File: config.mk
export PLATFORM = sky130hd
export DESIGN_NAME = lfl_top
export DESIGN_NICKNAME = d
export VERILOG_FILES = /design/src/lfl_pkg.sv /design/src/lfl_top.sv
export VERILOG_INCLUDE_DIRS = /design/src
export SDC_FILE = /design/constraint.sdc
export NUM_CORES = 1
export LEC_CHECK = 0
export ABC_CLOCK_PERIOD_IN_PS = 9500
export BUFFER_PORTS_ARGS = -buffer_cell sky130_fd_sc_hd__buf_2
export CAP_MARGIN = 20
export CORE_MARGIN = 10
export CORE_UTILIZATION = 40
export DETAILED_ROUTE_END_ITERATION = 12
export GPL_TIMING_DRIVEN = 0
export PLACE_DENSITY = 0.71
export SKIP_CTS_REPAIR_TIMING = 1
export SYNTH_ARGS = -nofsm -noshare
export SYNTH_HDL_FRONTEND = slang
export SYNTH_SLANG_ARGS = --single-unit
export TNS_END_PERCENT = 1
File: constraint.sdc
create_clock -name sys_clk -period 9.5 [get_ports sys_clk]
set_input_delay 2.375 -clock sys_clk [delete_from_list [all_inputs] [get_ports sys_clk]]
set_output_delay 2.375 -clock sys_clk [all_outputs]
set_load 0.01 [all_outputs]
File: src/lfl_defines.svh
`ifndef LFL_DEFINES_SVH
`define LFL_DEFINES_SVH

// Register byte offsets
`define LFL_OFF_CTRL 12'h000
`define LFL_OFF_TRIM 12'h004
`define LFL_OFF_PDSET 12'h008
`define LFL_OFF_STATUS 12'h00c

// Control register fields
`define LFL_CTRL_ON_BIT 0
`define LFL_CTRL_RESP_BIT 1
`define LFL_CTRL_RESET 2'h0

// Trim register fields
`define LFL_TRIM_MAG_LSB 0
`define LFL_TRIM_POL_BIT 4
`define LFL_TRIM_SPAN_LSB 5
`define LFL_TRIM_SCALE_LSB 7
`define LFL_TRIM_RESET 9'h000
`define LFL_PDSET_RESET 10'h000

// Swing scale factors in 1/256 units
`define LFL_SCALE_1P000 9'h100
`define LFL_SCALE_0P833 9'h0d5
`define LFL_SCALE_0P660 9'h0a9
`define LFL_SCALE_0P500 9'h080

// Timing
`define LFL_CLK_PERIOD_PS 5000
`define LFL_NEGATE_TIME_NS 1000
`define LFL_NEGATE_CYC \
	((`LFL_NEGATE_TIME_NS * 1000 + `LFL_CLK_PERIOD_PS - 1) / `LFL_CLK_PERIOD_PS)
`define LFL_CLEAR_TIME_NS 1000
`define LFL_CLEAR_CYC \
	((`LFL_CLEAR_TIME_NS * 1000 + `LFL_CLK_PERIOD_PS - 1) / `LFL_CLK_PERIOD_PS)

`endif

File: src/lfl_pkg.sv
package lfl_pkg;

	typedef enum logic [1:0] {
		LFL_RUN = 2'b00,
		LFL_FAULT = 2'b01,
		LFL_OFF = 2'b10,
		LFL_WAKE = 2'b11
	} lfl_state_e;

	typedef struct packed {
		logic [1:0] drive_swing_scale;
		logic [1:0] crossing_span_sel;
		logic temp_sense_slope_polarity;
		logic [3:0] temp_sense_slope_mag;
	} lfl_trim_s;

	typedef struct packed {
		logic [9:0] bias;
		logic [7:0] modulation;
		logic [3:0] peaking;
	} lfl_drive_s;

endpackage

File: src/lfl_top.sv
`timescale 1ns/1ps
`include "lfl_defines.svh"

// Overview of operation
// (RULE_01) Slope trim: four-bit magnitude 0000 least, 1111 most; sign zero means negative.
// (RULE_02) Two-bit crossing span: 00 narrowest adjustment range, 11 widest.
// (RULE_03) Swing scale on range and step: 00 none, 01 0.833, 10 0.66, 11 0.5.
// (RULE_04) Fault when bias monitor node exceeds the 1.16V limit reference.
// (RULE_05) Fault when photodiode current exceeds 150% of its set value.
// (RULE_06) Fault when the bias code falls by more than half in one update.
// (RULE_07) Any fault with response enabled zeroes bias, modulation and peaking drive.
// (RULE_08) Enabled fault drives the fault output and latches it until recovery.
// (RULE_09) Host clears by toggling off pin or on bit for the latch clear time.
// (RULE_10) Fault output is released while off pin is high or on bit is clear.
// (RULE_11) On release without fault, prior drive resumes after the negate time.
// (RULE_12) Fault still present at release re-asserts the output and keeps drive zero.
// (RULE_13) With response disabled, faults neither zero the drive nor set the latch.
module lfl_top
	import lfl_pkg::*;
(
	// Clock and reset
	input wire logic sys_clk,
	input wire logic reset_n,
	// APB slave
	input wire logic psel,
	input wire logic penable,
	input wire logic pwrite,
	input wire logic [11:0] paddr,
	input wire logic [31:0] pwdata,
	output logic [31:0] prdata,
	output logic pready,
	output logic pslverr,
	// Pins and monitors
	input wire logic output_off_pin,
	input wire logic bias_over_limit,
	input wire logic [9:0] pd_current_code,
	input wire logic bias_code_update,
	input wire lfl_drive_s drive_req,
	// Drive and status outputs
	output lfl_drive_s drive_out,
	output lfl_trim_s trim_out,
	output logic [8:0] swing_scale_factor,
	output logic fault_out
);

	function automatic logic hit(input logic [11:0] addr, input logic [11:0] off);
		hit = (addr[11:2] == off[11:2]);
	endfunction

	function automatic logic [8:0] scale_of(input logic [1:0] code);
		unique case (code) // RULE_03
			2'b00: scale_of = `LFL_SCALE_1P000;
			2'b01: scale_of = `LFL_SCALE_0P833;
			2'b10: scale_of = `LFL_SCALE_0P660;
			2'b11: scale_of = `LFL_SCALE_0P500;
		endcase
	endfunction

	// Register state
	logic [1:0] ctrl;
	logic [1:0] next_ctrl;
	lfl_trim_s trim;
	lfl_trim_s next_trim;
	logic [9:0] pd_set;
	logic [9:0] next_pd_set;
	logic [31:0] next_prdata;
	logic next_pready;
	logic next_pslverr;

	// Fault state
	lfl_state_e state;
	lfl_state_e next_state;
	logic [15:0] wait_cnt;
	logic [15:0] next_wait_cnt;
	logic [9:0] bias_prev;
	logic [9:0] next_bias_prev;
	logic step_drop;
	logic next_step_drop;
	logic next_fault_out;
	lfl_drive_s next_drive_out;
	lfl_trim_s next_trim_out;
	logic [8:0] next_swing_scale_factor;

	logic output_on;
	logic respond;
	logic disabled;
	logic pd_over;
	logic fault_cond;
	logic drive_on;
	logic [7:0] mod_scaled;
	logic [16:0] mod_product;
	logic [31:0] status_word;
	logic [11:0] pd_twice;
	logic [11:0] set_triple;
	logic [10:0] new_twice;

	assign output_on = ctrl[`LFL_CTRL_ON_BIT];
	assign respond = ctrl[`LFL_CTRL_RESP_BIT];
	assign disabled = output_off_pin | ~output_on;
	// Compare 2*pd against 3*set to avoid a divider
	assign pd_twice = {1'b0, pd_current_code, 1'b0};
	assign set_triple = {1'b0, pd_set, 1'b0} + {2'b00, pd_set};
	assign pd_over = pd_twice > set_triple; // RULE_05
	assign new_twice = {drive_req.bias, 1'b0};
	assign fault_cond = bias_over_limit | pd_over | step_drop; // RULE_04
	assign drive_on = (state == LFL_RUN);
	assign status_word = {26'h0000000, drive_on, step_drop, pd_over, bias_over_limit,
		state == LFL_FAULT, fault_out};

	// Register file over APB, answered in the first access cycle
	always_comb begin
		next_ctrl = ctrl;
		next_trim = trim;
		next_pd_set = pd_set;
		next_prdata = prdata;
		next_pready = 1'b0;
		next_pslverr = 1'b0;
		if (psel && !penable) begin
			next_pready = 1'b1;
			next_prdata = 32'h00000000;
			if (hit(paddr, `LFL_OFF_CTRL)) begin
				next_prdata = {30'h00000000, ctrl};
			end else if (hit(paddr, `LFL_OFF_TRIM)) begin
				next_prdata = {23'h000000, trim};
			end else if (hit(paddr, `LFL_OFF_PDSET)) begin
				next_prdata = {22'h000000, pd_set};
			end else if (hit(paddr, `LFL_OFF_STATUS)) begin
				next_prdata = status_word;
				next_pslverr = pwrite;
			end else begin
				next_pslverr = 1'b1;
			end
			if (!pwrite) begin
				next_prdata = next_pslverr ? 32'h00000000 : next_prdata;
			end else begin
				next_prdata = 32'h00000000;
			end
		end
		if (psel && penable && pready && pwrite && !pslverr) begin
			if (hit(paddr, `LFL_OFF_CTRL)) begin
				next_ctrl = pwdata[1:0];
			end
			if (hit(paddr, `LFL_OFF_TRIM)) begin
				next_trim = pwdata[8:0]; // RULE_01
			end
			if (hit(paddr, `LFL_OFF_PDSET)) begin
				next_pd_set = pwdata[9:0];
			end
		end
	end

	always_ff @(posedge sys_clk) begin
		if (!reset_n) begin
			ctrl <= `LFL_CTRL_RESET;
			trim <= `LFL_TRIM_RESET;
			pd_set <= `LFL_PDSET_RESET;
			prdata <= 32'h00000000;
			pready <= 1'b0;
			pslverr <= 1'b0;
		end else begin
			ctrl <= next_ctrl;
			trim <= next_trim;
			pd_set <= next_pd_set;
			prdata <= next_prdata;
			pready <= next_pready;
			pslverr <= next_pslverr;
		end
	end

	// Fault supervisor
	always_comb begin
		next_state = state;
		next_wait_cnt = wait_cnt;
		next_bias_prev = bias_prev;
		next_step_drop = 1'b0;
		if (bias_code_update) begin
			next_bias_prev = drive_req.bias;
			// Drop of more than half: 2*new < old
			next_step_drop = new_twice < {1'b0, bias_prev}; // RULE_06
		end
		unique case (state)
			LFL_RUN: begin
				if (fault_cond && respond) begin
					next_state = LFL_FAULT; // RULE_13
				end else if (disabled) begin
					next_state = LFL_OFF;
				end
			end
			LFL_FAULT: begin
				// Latched until the host toggles a disable
				if (disabled) begin
					next_state = LFL_OFF; // RULE_09
				end
			end
			LFL_OFF: begin
				if (!disabled) begin
					if (fault_cond && respond) begin
						next_state = LFL_FAULT; // RULE_12
					end else begin
						next_state = LFL_WAKE;
						next_wait_cnt = 16'h0000;
					end
				end
			end
			LFL_WAKE: begin
				next_wait_cnt = wait_cnt + 16'h0001;
				if (disabled) begin
					next_state = LFL_OFF;
				end else if (fault_cond && respond) begin
					next_state = LFL_FAULT;
				end else if (wait_cnt >= 16'(`LFL_NEGATE_CYC - 1)) begin
					next_state = LFL_RUN; // RULE_11
				end
			end
		endcase
	end

	always_ff @(posedge sys_clk) begin
		if (!reset_n) begin
			state <= LFL_OFF;
			wait_cnt <= 16'h0000;
			bias_prev <= 10'h000;
			step_drop <= 1'b0;
		end else begin
			state <= next_state;
			wait_cnt <= next_wait_cnt;
			bias_prev <= next_bias_prev;
			step_drop <= next_step_drop;
		end
	end

	// Drive and fault outputs follow the next state so the drive cuts in the fault cycle
	assign mod_product = drive_req.modulation * next_swing_scale_factor;
	assign mod_scaled = mod_product[15:8];

	always_comb begin
		next_swing_scale_factor = scale_of(trim.drive_swing_scale);
		next_trim_out = trim; // RULE_02
		next_fault_out = (next_state == LFL_FAULT); // RULE_08
		next_drive_out = '0; // RULE_07
		if (next_state == LFL_RUN) begin
			next_drive_out.bias = drive_req.bias;
			next_drive_out.modulation = mod_scaled;
			next_drive_out.peaking = drive_req.peaking;
		end
		if (disabled) begin
			next_fault_out = 1'b0; // RULE_10
		end
	end

	always_ff @(posedge sys_clk) begin
		if (!reset_n) begin
			drive_out <= '0;
			trim_out <= `LFL_TRIM_RESET;
			swing_scale_factor <= `LFL_SCALE_1P000;
			fault_out <= 1'b0;
		end else begin
			drive_out <= next_drive_out;
			trim_out <= next_trim_out;
			swing_scale_factor <= next_swing_scale_factor;
			fault_out <= next_fault_out;
		end
	end

endmodule

==> results of run 1 <==
## worst paths after layout
check                       end  cells past startpoint
hold reg to reg       prdata[9]                      2
setup reg to reg  drive_out[11]                     16
setup / recovery  drive_out[11]                     14
hold / removal        prdata[9]                      2
## cell type report
| cell class | count | area, um^2 |
|---|---|---|
| flip-flops and latches | 99 | 1982 |
| repair buffers | 110 | 550.5 |
| fillers | 1626 | 8615 |
| diodes | 1 | 2.502 |
| well taps | 220 | 275.3 |
| multi-input cells | 558 | 4324 |
| clock buffers | 9 | 225.2 |
| clock inverters | 6 | 71.32 |
| inverters | 59 | 221.5 |
| plain buffers | 54 | 316.6 |
## flip-flops by register name, summed over array words and instances (netlist names)
name                flops
drive_out              22
pslverr                 1
fault_out               1
ctrl                    2
next_trim_out           9
pready                  1
wait_cnt               16
state                   2
prdata                 10
swing_scale_factor      5
trim_out                9
pd_set                 10
bias_prev              10
step_drop               1
## metrics by stage
| stage | total power (uW) | hold WS [ps] | area [um^2] |
|---|---|---|---|
| CTS | 891.0 | 466.6 | 7966 |
| detailed placement | 514.9 | 457.6 | 7670 |
| finish | 885.5 | 465.1 | 7969 |
| floorplan | 484.3 | 447.0 | 6844 |
| global placement | 513.6 | 450.9 | 7670 |
| global route | 921.1 | 504.0 | 7969 |
## cells by family after synthesis
family          after synthesis  synth area share (%)
simple gates                254                 19.63
other cells                   1               0.05549
compound gates              147                 16.13
mux                          21                 3.555
buf+inv                     113                 7.962
fa+ha+maj                    95                 21.14
flops                        99                 29.33
xor+xnor                     17                 2.203
## worst min-delay path, cell delays in order (launching register included)
cell and delay (ps):
dfxtp_1 310, nand2_1 50, a21boi_0 60
## power breakdown
part | leakage (uW) | internal, uW | switching (uW)
Combinational | 0.00269 | 39.8 | 47.0
Clock | 0.000144 | 206 | 173
Sequential | 0.000799 | 418 | 1.64
Total | 0.00363 | 664 | 222
## cells in the mapped netlist (12+ instances only)
cell	number	share of area [%]
a21boi_0	25	2.8
a21oi_1	21	1.6
and2_1	57	5.3
buf_4	26	2.9
clkbuf_1	27	1.5
dfxtp_1	99	29
fa_1	32	9.5
ha_1	63	12
inv_1	59	3.3
mux2i_1	15	2.2
nand2_1	74	4.1
nand3_1	26	1.9
nor2_1	25	1.4
nor2b_1	23	2.1
nor3_1	12	0.89
o21ai_0	38	2.8
## placed cells by master (no fill, tap or decap), drive strengths merged, types with 9 or more instances in the layout
master  count
nand3      26
clkbuf     36
conb       24
fa         32
a21boi     25
buf       137
and2       57
mux2i      15
dfxtp      99
a21oi      22
nor2b      23
o21ai      38
a31oi      15
xor2        9
nor2       25
nand4       9
ha         63
inv        62
nor3       12
nand2      74
o21a       10
## routing by layer
metal  part of all wire [%]  vias to the layer above
met3                    5.9                       18
met2                     50                      138
met1                     43                     2612
met5                  0.076                        -
met4                    1.5                        2
li1                       -                     2800
==> run metrics, run 1 <==
Die Wd 150.0 um; CP Capture Type flop; TNS Setup 0 ps; drt total wl roughly 17000 um; met2 GRT Util 26.46%; Avg Cell Area, Syn 9.046 um^2; Async S/R FF share, synth 0%; CTS Buffer Depth 2; Final nets 1070; number of enable flip-flop cells after synthesis 0; Critical Path AT 6740 ps; pin count of the biggest net entering global routing 18; drt drc 0; Worst-path clk slew 80 ps; skew final 14.45 ps; Largest stage delay, worst path between 600 and 700 ps; Pleak 0.003633 uW; crit share post-route around 70%; Slew @ Worst Pin 730.2 ps; pre-CTS setup slack roughly 2700 ps; minimum clock period 6464 ps; grt total ovfl 0; port bufs 110; first-pass GRT wire length 28100 um; Yosys cell types 58; post-synthesis register bit count 99; Crit Path Class primary input to flop; io pins 159; die height about 150 um; sequential share of the synthesized area 29.33%; outcome finished, final reports clean; layout cell share with drive strength beyond 1 around 19%; Site Rows 47; Max Cap Viol 0; delay-heaviest family, CP adder cells; Critical Path Fanout Max 5; Bufs and invs on worst path 2; Final Hold Vio Count 0; max_slew headroom 51.32%; Synth Flop Type dfxtp_1; met1 Usage GRT 18.53%; R2R Setup Slk 4210 ps; CTS Buf Count 9; antenna-violating nets left 0; Slew Limit Fails 0; met3 Track Usage GR under 10%; initial antenna violation count 2; fmax 154.7 MHz; Worst R2R Start next_trim_out[8]; core footprint between 0.015 and 0.02 mm^2; HP Start prdata[9]; die area between 0.02 and 0.025 mm^2; Util after Layout 48.05%; grt peak-use layer met2; DR pass1 iterations 5; initial drt markers between 300 and 400; Cell Chain, Critical Path buf_2 -> nand2_1 -> inv_1 -> fa_1 -> fa_1 -> fa_1 -> fa_1 -> ha_1 -> nor2_1 -> o211ai_1 -> a31oi_1 -> a21oi_1 -> or4b_2 -> a21boi_0; Max VDD drop 89.67 uV; routed len/inst 15.41 um; clock root cell clkbuf_16; Clock Sinks 99; RSZ-0062 raised after global routing no; post-DP HPWL between 10000 and 15000 um; Netlist Area Pre-Place 0.006758 mm^2; Worst Path Required 9780 ps; H-tree depth 3; Max stage delay cell, worst path fa_1; Worst-Skew Late Latency 360 ps; Post-Syn Instances 747; Most common cell on crit path fa_1; DR vias 5570; Setup Viol. Count Final 0; vias per std cell 4.991; Initial Util 40.75%; Min-Delay Path Class flop to flop; worst setup margin about 3000 ps; Syn. warnings 0; vias in the first global route 5539; GRT Total Usage around 16%; TritonCTS clock tree done; Area Growth Syn to Fin 17.92%; power per cell area between 100 and 150 mW/mm^2; Placed Cells 1100; final non-filler cell total 1116; CP startpoint drive_req[8]; Final GP Congestion 0.8513; crit start category primary input
(Power assumes the default switching activity.)
==> run 2: changes to the inputs <==
--- a/config.mk
+++ b/config.mk
@@ -6,14 +6,14 @@
 export SDC_FILE = /design/constraint.sdc
 export NUM_CORES = 1
 export LEC_CHECK = 0
-export ABC_CLOCK_PERIOD_IN_PS = 9500
+export ABC_CLOCK_PERIOD_IN_PS = 5550
 export BUFFER_PORTS_ARGS = -buffer_cell sky130_fd_sc_hd__buf_2
 export CAP_MARGIN = 20
 export CORE_MARGIN = 10
 export CORE_UTILIZATION = 40
 export DETAILED_ROUTE_END_ITERATION = 12
 export GPL_TIMING_DRIVEN = 0
-export PLACE_DENSITY = 0.71
+export PLACE_DENSITY = 0.74
 export SKIP_CTS_REPAIR_TIMING = 1
 export SYNTH_ARGS = -nofsm -noshare
 export SYNTH_HDL_FRONTEND = slang
==> constraint.sdc (replaced) <==
create_clock -name sys_clk -period 5.55 [get_ports sys_clk]
set_input_delay 1.3875 -clock sys_clk [delete_from_list [all_inputs] [get_ports sys_clk]]
set_output_delay 1.3875 -clock sys_clk [all_outputs]
set_load 0.01 [all_outputs]
==> run metrics, run 2 (synthesis results as in run 1) <==
Max Cap Viol 0; Site Rows 47; pin count of the biggest net entering global routing 21; vias in the first global route 5780; TritonCTS clock tree done; DR vias 5610; post-DP HPWL 13930 um; max reg flops 22; Slew Limit Fails 0; CTS Buf Count 9; Worst-Skew Late Latency 350 ps; commonest non-fill, non-tap cell in the layout buf_2; antenna-violating nets left 0; worst setup margin between 200 and 250 ps; R2R Setup Slk 440 ps; DR pass1 iterations 5; die height approximately 150 um; minimum clock period 5325 ps; Crit Path Class primary input to flop; crit start category primary input; first-pass GRT wire length 27900 um; max_slew headroom 53.25%; Area Growth Syn to Fin 18.35%; Critical Path AT 5590 ps; drt total wl 17140 um; Max VDD drop 150.4 uV; Final nets 1071; Util after Layout just under 50%; fmax 187.8 MHz; initial antenna violation count 2; skew final 13.57 ps; layout cell share with drive strength beyond 1 19.73%; Multi-input gate area 0.004339 mm^2; Worst R2R Start next_trim_out[8]; sequential power share 47.9%; Largest Register drive_out; Int Pwr 1103 uW; Placed Area approximately 0.0077 mm^2; Critical Path Fanout Max 5; port bufs 110; r2r worst-path depth 16; CTS Buffer Depth 2; io pins 159; CP Capture Type flop; fillers 1593; grt total ovfl 0; register area 0.001982 mm^2; NetSw 394.6 uW; Setup Viol. Count Final 0; RSZ-0062 raised after global routing no; drt drc 0; GRT Total Usage between 15 and 20%; Slew @ Worst Pin roughly 700 ps; Pleak 0.003639 uW; routed len/inst 15.33 um; pre-CTS setup slack -327.7 ps; Initial Util between 40 and 50%; Die Wd 150.0 um; die area 0.02249 mm^2; core footprint about 0.017 mm^2; clock power share roughly 42%; Min-Delay Path Class flop to flop; clock root cell clkbuf_16; reg2reg end drive_out[11]; Final Hold Vio Count 0; CP startpoint drive_req[8]; Top Registers drive_out x22, wait_cnt x16; Net Sw Frac 26.34%; Critical Path Sink drive_out[11]; H-tree depth 3; most frequent cells in the layout buf_2, dfxtp_1, nand2_1; Clock Sinks 99; initial drt markers 299; Comb pwr share 10.0%; Final Hold Slack ~470 ps; post-route cell area roughly 0.008 mm^2; outcome finished, final reports clean; Tot Pwr 1498 uW; Worst-path clk slew 80 ps; vias per std cell 5.018; Worst Path Required between 5000 and 6000 ps; Final GP Congestion between 0.8 and 0.9; crit share post-route 95.95%; power per cell area 187.3 mW/mm^2
-- run 2: changes by cell type in the layout (fill, tap and decap cells not counted) --
cell       delta
a31oi_4       +1
a31oi_1       -1
inv_6         +1
clkinv_8      +2
clkinv_2      -1
bufinv_16     -1
buf_4         +1
-- run 2: through the flow --
stage	std cells	setup TNS [ps]
2_1_floorplan	770	0
3_3_place_gp	1100	-294.7
3_5_place_dp	1100	-424.3
4_1_cts	1116	0
5_1_grt	1117	0
6_report	1118	0
-- run 2: power groups by stage --
| stage | clock, uW | sequential [uW] | combinational, uW |
|---|---|---|---|
| 6_report | 631 | 718 | 149 |
| 3_5_place_dp | 0 | 735 | 147 |
| 5_1_grt | 672 | 719 | 167 |
| 3_3_place_gp | 0 | 735 | 144 |
| 4_1_cts | 645 | 718 | 148 |
| 2_1_floorplan | 0 | 734 | 95.2 |
-- run 2: cell type report --
type                       count  share of cell area (%)
timing repair buffer         111                   6.977
sequential                    99                   24.78
multi-input combinational    558                   54.26
antenna                        1                 0.03129
tap                          220                   3.442
inverter                      59                   2.769
clock inverter                 7                  0.9700
clock buffer                   9                   2.816
buffer                        54                   3.958
-- run 2: per-layer routing --
layer | global-route usage [%] | vias up | part of all wire, %
met5 | 0 | - | 0.076
met4 | 3.936 | 2 | 1.1
met3 | 3.955 | 16 | 6.2
met2 | 26.44 | 135 | 49
met1 | 18.24 | 2644 | 43
li1 | - | 2813 | -
-- run 2: how the worst min path moves through the flow --
| stage | end | from | depth (start not counted) | slack (ps) |
|---|---|---|---|---|
| 2_1_floorplan | trim_out[0] | next_trim_out[0] | 1 | 450 |
| 3_3_place_gp | prdata[9] | prdata[9] | 2 | 450 |
| 3_5_place_dp | prdata[9] | prdata[9] | 2 | 460 |
| 4_1_cts | prdata[9] | prdata[9] | 2 | 470 |
| 5_1_grt | prdata[9] | prdata[9] | 2 | 500 |
| 6_report | prdata[9] | prdata[9] | 2 | 470 |
-- run 2: worst max-delay path: stages --
cell      delay (ps)
buf_2            140
nand2_1          120
inv_1             80
fa_1             620
fa_1             470
fa_1             520
fa_1             500
ha_1             340
o21ai_0           90
nand2b_1         120
a31oi_4          250
a21oi_1          150
or4b_2           620
a21boi_0         180
